[config.mk]
export PLATFORM = sky130hd
export DESIGN_NAME = csc_clock_synth_control
export DESIGN_NICKNAME = d
export VERILOG_FILES = /design/src/rtl/csc_pkg.sv /design/src/rtl/csc_synth_if.sv /design/src/rtl/csc_clock_synth_control.sv /design/src/rtl/csc_synth_hold.sv
export SDC_FILE = /design/constraint.sdc
export NUM_CORES = 1
export LEC_CHECK = 0
export BUFFER_PORTS_ARGS = -buffer_cell sky130_fd_sc_hd__buf_2
export CAP_MARGIN = 20
export CORE_UTILIZATION = 56
export CTS_CLUSTER_DIAMETER = 200
export DETAILED_ROUTE_END_ITERATION = 8
export GPL_TIMING_DRIVEN = 1
export MAX_ROUTING_LAYER = met4
export PLACE_DENSITY = 0.79
export SETUP_SLACK_MARGIN = 0.1
export SLEW_MARGIN = 20
export SYNTH_ARGS = -nofsm -noshare
export SYNTH_HDL_FRONTEND = slang
export SYNTH_HIERARCHICAL = 1
export SYNTH_SLANG_ARGS = --single-unit
[constraint.sdc]
create_clock -name sys_clk_in -period 1.95 [get_ports sys_clk_in]
set_clock_uncertainty 0.05 [all_clocks]
set_input_delay 0.0975 -clock sys_clk_in [delete_from_list [all_inputs] [get_ports sys_clk_in]]
set_output_delay 0.0975 -clock sys_clk_in [all_outputs]
set_load 0.02 [all_outputs]
[src/rtl/csc_pkg.sv]
package csc_pkg;
  // ---------------------------------------------
  // register indices
  // ---------------------------------------------
  localparam logic [7:0] IDX_CC2 = 8'h69;
  localparam logic [7:0] IDX_MNUM = 8'h6A;
  localparam logic [7:0] IDX_MDEN = 8'h6B;
  localparam logic [7:0] IDX_VNUM = 8'h6C;
  localparam logic [7:0] IDX_VDEN = 8'h6D;
  localparam logic [7:0] IDX_V2NUM = 8'h6E;
  localparam logic [7:0] IDX_V2DEN = 8'h6F;
  localparam logic [7:0] IDX_SCR1 = 8'h70;
  localparam logic [7:0] IDX_SCR2 = 8'h71;
  // ---------------------------------------------
  // reset values and denominator mask
  // ---------------------------------------------
  localparam logic [7:0] RST_CC2 = 8'h80;
  localparam logic [7:0] RST_MNUM = 8'h5A;
  localparam logic [7:0] RST_MDEN = 8'h20;
  localparam logic [7:0] RST_VNUM = 8'h5B;
  localparam logic [7:0] RST_VDEN = 8'h2E;
  localparam logic [7:0] RST_V2NUM = 8'h5A;
  localparam logic [7:0] RST_V2DEN = 8'h20;
  localparam logic [7:0] RST_SCR = 8'h00;
  localparam logic [7:0] DEN_MASK = 8'h3F;
  // ---------------------------------------------
  // field positions
  // ---------------------------------------------
  localparam int CC2_REFRESH_BIT = 3;
  localparam int CC2_SLEEP_SYNC_BIT = 2;
  localparam int PD_SLEEP_BIT = 7;
  localparam int PD_FREQ_HI = 5;
  localparam int PD_FREQ_LO = 4;
  localparam int PANEL_VR_BIT = 7;
  localparam int PS_HI = 7;
  localparam int PS_LO = 6;
  localparam int STRAP_HI = 3;
  // ---------------------------------------------
  // enumerations
  // ---------------------------------------------
  typedef enum logic [1:0] {
    CSC_VR_SECOND_VIDEO_CLOCK = 2'b00,
    CSC_VR_HALF_MCLK = 2'b01,
    CSC_VR_MCLK = 2'b10,
    CSC_VR_PROG = 2'b11
  } csc_vr_sel_t;
  typedef enum logic [1:0] {
    CSC_VS_VGA = 2'b00,
    CSC_VS_PROG = 2'b01,
    CSC_VS_RSVD = 2'b10,
    CSC_VS_CRYSTAL = 2'b11
  } csc_vsrc_t;
  typedef enum logic [1:0] {
    CSC_PS_DIV1 = 2'b00,
    CSC_PS_DIV2 = 2'b10,
    CSC_PS_DIV4 = 2'b01,
    CSC_PS_DIV8 = 2'b11
  } csc_ps_t;
endpackage

[src/rtl/csc_synth_if.sv]
interface csc_synth_if;
  logic [7:0] num;
  logic [5:0] den;
  logic [1:0] ps;
  logic load;
  logic [7:0] act_num;
  logic [5:0] act_den;
  logic [1:0] act_ps;
  modport ctrl (output num, den, ps, load,
    input act_num, act_den, act_ps);
  modport synth (input num, den, ps, load,
    output act_num, act_den, act_ps);
endinterface

[src/rtl/csc_clock_synth_control.sv]
module csc_clock_synth_control (
  input wire logic sys_clk_in,
  input wire logic reset_in,
  input wire logic [7:0] index_in,
  input wire logic [7:0] wdata_in,
  input wire logic write_in,
  input wire logic read_in,
  output logic [7:0] rdata_out,
  output logic hit_out,
  input wire logic [3:0] memory_data_pins_in,
  input wire logic [7:0] power_down_control_in,
  input wire logic [7:0] panel_display_select_in,
  input wire logic [1:0] clock_control_one_src_in,
  input wire logic external_clock_enable_n_in,
  input wire logic standby_in,
  input wire logic tv_mode_in,
  input wire logic period_end_in,
  output logic refresh_from_mclk_out,
  output logic [1:0] standby_freq_sel_out,
  output logic hsync_enable_out,
  output logic vsync_enable_out,
  output csc_pkg::csc_vr_sel_t vr_clock_sel_out,
  output logic vr_is_video_clock_out,
  output logic lcd_timing_from_vr_out,
  output csc_pkg::csc_vsrc_t video_source_out,
  output logic video_from_crystal_pin_out,
  output logic [7:0] mclk_num_out,
  output logic [5:0] mclk_den_out,
  output logic [7:0] vclk_num_out,
  output logic [5:0] vclk_den_out,
  output csc_pkg::csc_ps_t vclk_post_scaler_out,
  output logic [7:0] second_video_clock_num_out,
  output logic [5:0] second_video_clock_den_out
);
  import csc_pkg::*;

  logic [7:0] clock_control_two;
  logic [7:0] memory_clock_numerator;
  logic [7:0] memory_clock_denominator;
  logic [7:0] video_clock_numerator;
  logic [7:0] video_clock_denominator;
  logic [7:0] second_video_clock_numerator;
  logic [7:0] second_video_clock_denominator;
  logic [7:0] scratch_strap_one;
  logic [7:0] scratch_two;
  logic strap_done;
  logic [7:0] next_rdata;
  logic next_hit;
  logic sleep;
  logic vr_mode;

  csc_synth_if mif ();
  csc_synth_if vif ();
  csc_synth_if v2if ();

  // ---------------------------------------------
  // register writes
  // ---------------------------------------------
  // reset value
  always_ff @(posedge sys_clk_in) begin
    if (reset_in) begin
      clock_control_two <= RST_CC2;
    end else if (write_in && index_in == IDX_CC2) begin
      clock_control_two <= wdata_in;
    end
  end

  always_ff @(posedge sys_clk_in) begin
    if (reset_in) begin
      memory_clock_numerator <= RST_MNUM;
      memory_clock_denominator <= RST_MDEN;
    end else if (write_in && index_in == IDX_MNUM) begin
      memory_clock_numerator <= wdata_in;
    end else if (write_in && index_in == IDX_MDEN) begin
      memory_clock_denominator <= wdata_in & DEN_MASK;
    end
  end

  always_ff @(posedge sys_clk_in) begin
    if (reset_in) begin
      video_clock_numerator <= RST_VNUM;
      video_clock_denominator <= RST_VDEN;
    end else if (write_in && index_in == IDX_VNUM) begin
      video_clock_numerator <= wdata_in;
    end else if (write_in && index_in == IDX_VDEN) begin
      video_clock_denominator <= wdata_in;
    end
  end

  always_ff @(posedge sys_clk_in) begin
    if (reset_in) begin
      second_video_clock_numerator <= RST_V2NUM;
      second_video_clock_denominator <= RST_V2DEN;
    end else if (write_in && index_in == IDX_V2NUM) begin
      second_video_clock_numerator <= wdata_in;
    end else if (write_in && index_in == IDX_V2DEN) begin
      second_video_clock_denominator <= wdata_in & DEN_MASK;
    end
  end

  // ---------------------------------------------
  // scratch and strap capture
  // ---------------------------------------------
  always_ff @(posedge sys_clk_in) begin
    if (reset_in) begin
      strap_done <= 1'b0;
    end else begin
      strap_done <= 1'b1;
    end
  end

  always_ff @(posedge sys_clk_in) begin
    if (reset_in) begin
      scratch_strap_one <= RST_SCR;
    end else if (!strap_done) begin
      scratch_strap_one[STRAP_HI:0] <= memory_data_pins_in;
    end else if (write_in && index_in == IDX_SCR1) begin
      scratch_strap_one <= wdata_in;
    end
  end

  always_ff @(posedge sys_clk_in) begin
    if (write_in && index_in == IDX_SCR2) begin
      scratch_two <= wdata_in;
    end
  end

  // ---------------------------------------------
  // register reads
  // ---------------------------------------------
  always_comb begin
    next_hit = 1'b1;
    unique case (index_in)
      IDX_CC2: next_rdata = clock_control_two;
      IDX_MNUM: next_rdata = memory_clock_numerator;
      IDX_MDEN: next_rdata = memory_clock_denominator & DEN_MASK;
      IDX_VNUM: next_rdata = video_clock_numerator;
      IDX_VDEN: next_rdata = video_clock_denominator;
      IDX_V2NUM: next_rdata = second_video_clock_numerator;
      IDX_V2DEN: next_rdata = second_video_clock_denominator & DEN_MASK;
      IDX_SCR1: next_rdata = scratch_strap_one;
      IDX_SCR2: next_rdata = scratch_two;
      default: begin
        next_rdata = RST_SCR;
        next_hit = 1'b0;
      end
    endcase
  end

  always_ff @(posedge sys_clk_in) begin
    if (reset_in) begin
      rdata_out <= RST_SCR;
      hit_out <= 1'b0;
    end else if (read_in) begin
      rdata_out <= next_rdata;
      hit_out <= next_hit;
    end
  end

  // ---------------------------------------------
  // synthesiser staging
  // ---------------------------------------------
  assign mif.num = memory_clock_numerator;
  assign mif.den = memory_clock_denominator[5:0];
  assign mif.ps = CSC_PS_DIV1;
  assign mif.load = write_in &&
    (index_in == IDX_MNUM || index_in == IDX_MDEN);
  assign vif.num = video_clock_numerator;
  assign vif.den = video_clock_denominator[5:0];
  assign vif.ps = video_clock_denominator[PS_HI:PS_LO];
  assign vif.load = write_in &&
    (index_in == IDX_VNUM || index_in == IDX_VDEN);
  assign v2if.num = second_video_clock_numerator;
  assign v2if.den = second_video_clock_denominator[5:0];
  assign v2if.ps = CSC_PS_DIV1;
  assign v2if.load = write_in &&
    (index_in == IDX_V2NUM || index_in == IDX_V2DEN);

  csc_synth_hold u_mclk (
    .sys_clk_in(sys_clk_in),
    .reset_in(reset_in),
    .rst_num_in(RST_MNUM),
    .rst_den_in(RST_MDEN[5:0]),
    .period_end_in(period_end_in),
    .sif(mif.synth)
  );
  csc_synth_hold u_vclk (
    .sys_clk_in(sys_clk_in),
    .reset_in(reset_in),
    .rst_num_in(RST_VNUM),
    .rst_den_in(RST_VDEN[5:0]),
    .period_end_in(period_end_in),
    .sif(vif.synth)
  );
  csc_synth_hold u_second_video_clock (
    .sys_clk_in(sys_clk_in),
    .reset_in(reset_in),
    .rst_num_in(RST_V2NUM),
    .rst_den_in(RST_V2DEN[5:0]),
    .period_end_in(period_end_in),
    .sif(v2if.synth)
  );

  assign mclk_num_out = mif.act_num;
  assign mclk_den_out = mif.act_den;
  assign vclk_num_out = vif.act_num;
  assign vclk_den_out = vif.act_den;
  assign vclk_post_scaler_out = csc_ps_t'(vif.act_ps);
  assign second_video_clock_num_out = v2if.act_num;
  assign second_video_clock_den_out = v2if.act_den;

  // ---------------------------------------------
  // clock and sync selection
  // ---------------------------------------------
  assign sleep = power_down_control_in[PD_SLEEP_BIT];
  assign vr_mode = panel_display_select_in[PANEL_VR_BIT];

  assign refresh_from_mclk_out = clock_control_two[CC2_REFRESH_BIT];
  assign standby_freq_sel_out = refresh_from_mclk_out ?
    power_down_control_in[PD_FREQ_HI:PD_FREQ_LO] : 2'h0;

  always_ff @(posedge sys_clk_in) begin
    if (reset_in) begin
      hsync_enable_out <= 1'b1;
      vsync_enable_out <= 1'b1;
    end else if (sleep) begin
      hsync_enable_out <= !clock_control_two[CC2_SLEEP_SYNC_BIT];
      vsync_enable_out <= 1'b0;
    end else if (standby_in) begin
      hsync_enable_out <= 1'b0;
      vsync_enable_out <= 1'b1;
    end else begin
      hsync_enable_out <= 1'b1;
      vsync_enable_out <= 1'b1;
    end
  end

  assign vr_clock_sel_out = csc_vr_sel_t'(clock_control_two[1:0]);
  assign vr_is_video_clock_out = !vr_mode;
  assign lcd_timing_from_vr_out = vr_mode;

  assign video_source_out = tv_mode_in ? CSC_VS_CRYSTAL :
    csc_vsrc_t'(clock_control_one_src_in);
  assign video_from_crystal_pin_out = external_clock_enable_n_in == 1'b0;
endmodule // csc_clock_synth_control

[src/rtl/csc_synth_hold.sv]
module csc_synth_hold (
  input wire logic sys_clk_in,
  input wire logic reset_in,
  input wire logic [7:0] rst_num_in,
  input wire logic [5:0] rst_den_in,
  input wire logic period_end_in,
  csc_synth_if.synth sif
);
  import csc_pkg::*;

  logic pending;
  // ---------------------------------------------
  // staged settings, applied on period boundary
  // ---------------------------------------------
  // boundary update
  always_ff @(posedge sys_clk_in) begin
    if (reset_in) begin
      pending <= 1'b0;
    end else if (sif.load) begin
      pending <= 1'b1;
    end else if (period_end_in) begin
      pending <= 1'b0;
    end
  end
  always_ff @(posedge sys_clk_in) begin
    if (reset_in) begin
      sif.act_num <= rst_num_in;
      sif.act_den <= rst_den_in;
      sif.act_ps <= CSC_PS_DIV1;
    end else if (pending && period_end_in) begin
      sif.act_num <= sif.num;
      sif.act_den <= sif.den;
      sif.act_ps <= sif.ps;
    end
  end
endmodule // csc_synth_hold

==> Yosys cells after proc, flatten, opt, wreduce, memory -nomap -nowiden <==
Index checks and enable logic that the tools add are counted.
{ "classes": {"eq_ne": 10, "muxes": 14, "n_bitwise": 4, "n_reduce_logical": 28} }
{ "op_table": {"columns": ["op", "n"], "rows": [
  ["== test 8 x 7 -> 1 bit (second input constant)", 9],
  ["case mux 8 bit (9 select lines)", 1],
  ["logical AND 1 bit", 15],
  ["2-to-1 mux 1 bit", 9],
  ["OR reduction 9 bit", 1],
  ["2-to-1 mux 4 bit", 2],
  ["AND reduction 2 bit", 4],
  ["nonzero test 2 bit", 3],
  ["2-to-1 mux 2 bit", 2],
  ["NOT 1 bit", 4],
  ["logical OR 1 bit", 3],
  ["logical NOT 1 bit", 2],
  ["inequality test 2 x 1 -> 1 bit (second input constant)", 1]
]} }
{ "word_totals": {"register_bits": 127, "out_inout_bits": 65} }

==> Longest topological paths before layout <==
{ "depth": {"ltp_word": 4, "mapped_depth": 7, "ltp_nobuf": 5} }

==> Modules after synthesis <==
Netlist, hierarchy kept.
{ "by_module_without_submodules": {"columns": ["module", "n_inst", "cells_each", "area_each_um2", "seq_area_each_um2"], "rows": [
  ["csc_clock_synth_control", 1, 382, 3672.3, 1681.6],
  ["csc_synth_hold", 3, 43, 755.7, 480.5]
]} }

==> Least setup slack after synthesis <==
OpenSTA, ideal clock, no wires.
{ "synth_timing": {"path_type": "register to register", "startpoint": "reg scratch_two[6]", "endpoint": "reg rdata_out[6]", "setup_time_ps": 117, "arrival_ps": 1287, "t_required_ps": 1783, "setup_slack_ps": 497, "stages_incl_launch_ff": 5, "n_path_buf": 0, "cell_sequence": "edfxtp_1 > mux2_2 > a32o_1 > a221o_1 > a22o_1"} }
{ "synth_between": {"elab_chain_cells": 1} }
{ "synth_lines": {"columns": ["element", "line_no", "rtl"], "rows": [
  ["start, declared", "csc_clock_synth_control.sv:45", "logic [7:0] scratch_two;"],
  ["start signal, assigned", "csc_clock_synth_control.sv:124", "scratch_two <= wdata_in;"],
  ["case mux 8 bit (9 select lines)", "csc_clock_synth_control.sv:133", "unique case (index_in)"],
  ["end signal, assigned", "csc_clock_synth_control.sv:155", "rdata_out <= next_rdata;"],
  ["end, declared", "csc_clock_synth_control.sv:8", "output logic [7:0] rdata_out,"]
]} }
No other way between the ends.
A chain may end at the register's enable or synchronous reset.

==> Final worst setup path <==
{ "layout_timing": {"startpoint": "in index_in[2]", "endpoint": "reg scratch_strap_one[1]"} }
{ "layout_between": {"elab_chain_cells": 3} }
{ "layout_lines": {"columns": ["element", "line_no", "rtl"], "rows": [
  ["start, declared", "csc_clock_synth_control.sv:4", "input wire logic [7:0] index_in,"],
  ["== test 8 x 7 -> 1 bit", "csc_clock_synth_control.sv:117", "end else if (write_in && index_in == IDX_SCR1) begin"],
  ["logical AND 1 bit", "csc_clock_synth_control.sv:117", null],
  ["inequality test 2 x 1 -> 1 bit (no source line)", null, null],
  ["end signal, assigned by index", "csc_clock_synth_control.sv:116", "scratch_strap_one[STRAP_HI:0] <= memory_data_pins_in;"],
  ["end signal, assigned", "csc_clock_synth_control.sv:118", "scratch_strap_one <= wdata_in;"],
  ["end, declared", "csc_clock_synth_control.sv:44", "logic [7:0] scratch_strap_one;"]
]} }
No other way between the ends.

==> metrics.cfg <==
[global_routing]
grt_max_degree=43
antenna_found_initial=0
grt_pass1_vias=4119
grt_pass1_wl_um=21800
track_usage_pct=27.8
gr-total-overflow=0

[pwr]
leakage_nw=3.00
ir_worst_vdd_uv=519
power_density_nw_per_um2=881

[drt]
vias=4284
drtIter0Drc=288
drcViolationCount=0
drtAntennaViolNets=0
wl_um=13800
routedWlPerCell_um=17.5
dr.pass1.iters=5
avgViaCountPerCell=5.43

[clock_tree]
clk_path_buf_depth=2
insertion_delay_ns=0.53
postCtsSetupBuffers=0
numCtsBuffers=17
cts_htree_levels=4
cts.clk_slew.worst_paths_ns=0.06
cts_sinks=127
tritoncts=built
cts-root-buf=clkbuf_8

[sta]
setup_viol=0
finalMaxSlewViolations=0
relSlewSlack_pct=61.8
finalSetupTns_ns=0
clock.fmax_mhz=615
worst_pin_slew_ns=0.571
layout_min_cycle_time_ns=1.63
rsz0062_at_grt=false
final.period_utilization_pct=83.4
hold_violations=0

[layout]
finalNetCount=689
layout.cells.non_filler=789
antennaDiodeCount=0
utilization_pct=72.2
final_layout_size_suffix_gt1_share_pct=31.7
area_growth_syn_to_layout_pct=23.9

[yosys]
yosysWarnings=6
netlist_instances=495
synth_area_um2=5780
synth.avg_cell_area_um2=11.7

[setup_path]
required_ns=2.31
cp_cell_sequence=buf_2 -> nor3b_1 -> and4_2 -> mux2i_1 -> a211oi_1 -> dlygate4sd3_1
path_max_fanout=20
endpoint_kind=flop
critical-path-max-stage-delay_ns=0.58
crit_arrival_ns=1.98
critical_path_class=in2reg
slowest_stage=dlygate4sd3_1
start_kind=primary input
r2r_setup_slack_ns=0.34

[placed_design]
dp_hpwl_um=9360
dpl.cell_count=739
io_buffers=98
place_congestion=0.955

[outcome]
outcome=finished, final reports clean

[die]
dieArea_um2=10700
rows=36
core_um2=9910
die_height_um=104
boundaryPins=111
dieWidth_um=104
start_util_pct=58.3

[worst_hold_path]
hold_path.class=in2reg

[flow_run]
drv_cap=0

-- cell usage in the layout (no fill, tap or decap), types with 3 or more instances in the layout --
master	count
dlygate4sd3_1	18
a22o_1	7
and2_1	6
a21o_2	3
mux2_2	37
dfxtp_1	77
nand2b_1	6
buf_4	12
conb_1	42
clkbuf_1	3
nor3_1	12
buf_2	97
a22oi_1	5
o22ai_1	4
mux2_4	18
o21ai_0	5
nand3b_1	3
nand3_1	9
nor2b_1	3
a2bb2oi_1	4
mux2i_1	56
clkbuf_16	16
inv_1	7
nor2_1	55
edfxtp_1	50
a31oi_1	6
clkinv_2	4
nand2_1	24
a211oi_1	5
a21oi_1	21
-- worst max-delay path: cells and delay by family --
kind | cells | cell delay (ns)
buffers and inverters | 2 | 0.82
AO/OA/AOI/OAI | 1 | 0.09
multiplexers | 1 | 0.22
AND/OR/NAND/NOR | 2 | 0.75
-- report_power, final --
| part | total, mW | switching, mW | internal (mW) |
|---|---|---|---|
| sequential | 2.86 | 0.0226 | 2.84 |
| clock | 2.90 | 1.10 | 1.80 |
| combinational | 0.551 | 0.330 | 0.221 |
-- layout make-up --
cell class / instances / area [um2]
flip-flops and latches: 127 / 3040
fillers: 715 / 2750
multi-input cells: 361 / 2580
repair buffers: 129 / 796
clock buffers: 20 / 425
well taps: 133 / 166
clock inverters: 12 / 120
inverters: 7 / 26.3
-- flip-flops by register name (all words and copies together), names as in the netlist, 2 cells and up --
name                              cells
memory_clock_numerator                8
u_vclk/sif.act_num                    8
u_second_video_clock/sif.act_num      8
second_video_clock_numerator          8
video_clock_numerator                 8
video_clock_denominator               8
u_vclk/sif.act_den                    6
scratch_two                           8
scratch_strap_one                     8
u_vclk/sif.act_ps                     2
second_video_clock_denominator        6
memory_clock_denominator              6
u_mclk/sif.act_num                    8
u_mclk/sif.act_den                    6
clock_control_two                     8
rdata_out                             8
u_second_video_clock/sif.act_den      6
-- routing by layer --
layer | up-vias | track usage [%] | part of all wire [%] | wire (um)
li1 | 2054 | - | - | -
met1 | 1989 | 34.1 | 41 | 5700
met2 | 216 | 44.3 | 49 | 6780
met3 | 25 | 6.86 | 7.9 | 1090
met4 | 0 | 10.7 | 2.0 | 272
met5 | - | - | 0 | 0
-- worst paths after layout --
kind	endpoint	start	cells past startpoint
max	scratch_strap_one[1]	index_in[2]	6
max reg2reg	rdata_out[6]	scratch_two[6]	4
min reg2reg	scratch_strap_one[5]	scratch_strap_one[5]	2
min	memory_clock_denominator[5]	write_in	4
-- through the flow --
step / hold slack, ns / power (mW) / worst slack (ns) / cell area (um2)
CTS: 0.0372 / 6.34 / 0.265 / 7160
global placement: 0.229 / 3.42 / 0.221 / 6430
global route: 0.0599 / 6.50 / 0.203 / 7160
detailed placement: 0.237 / 3.43 / 0.156 / 6430
finish: 0.0665 / 6.31 / 0.324 / 7160
floorplan: 0.109 / 3.28 / 0.497 / 5930
-- what timing repair did --
item	CTS	global route
endpoints found under the hold margin	76	0
hold buffers	18	0
gates resized for setup	0	1
setup endpoints to repair	0	1
(Power assumes the default switching activity.)
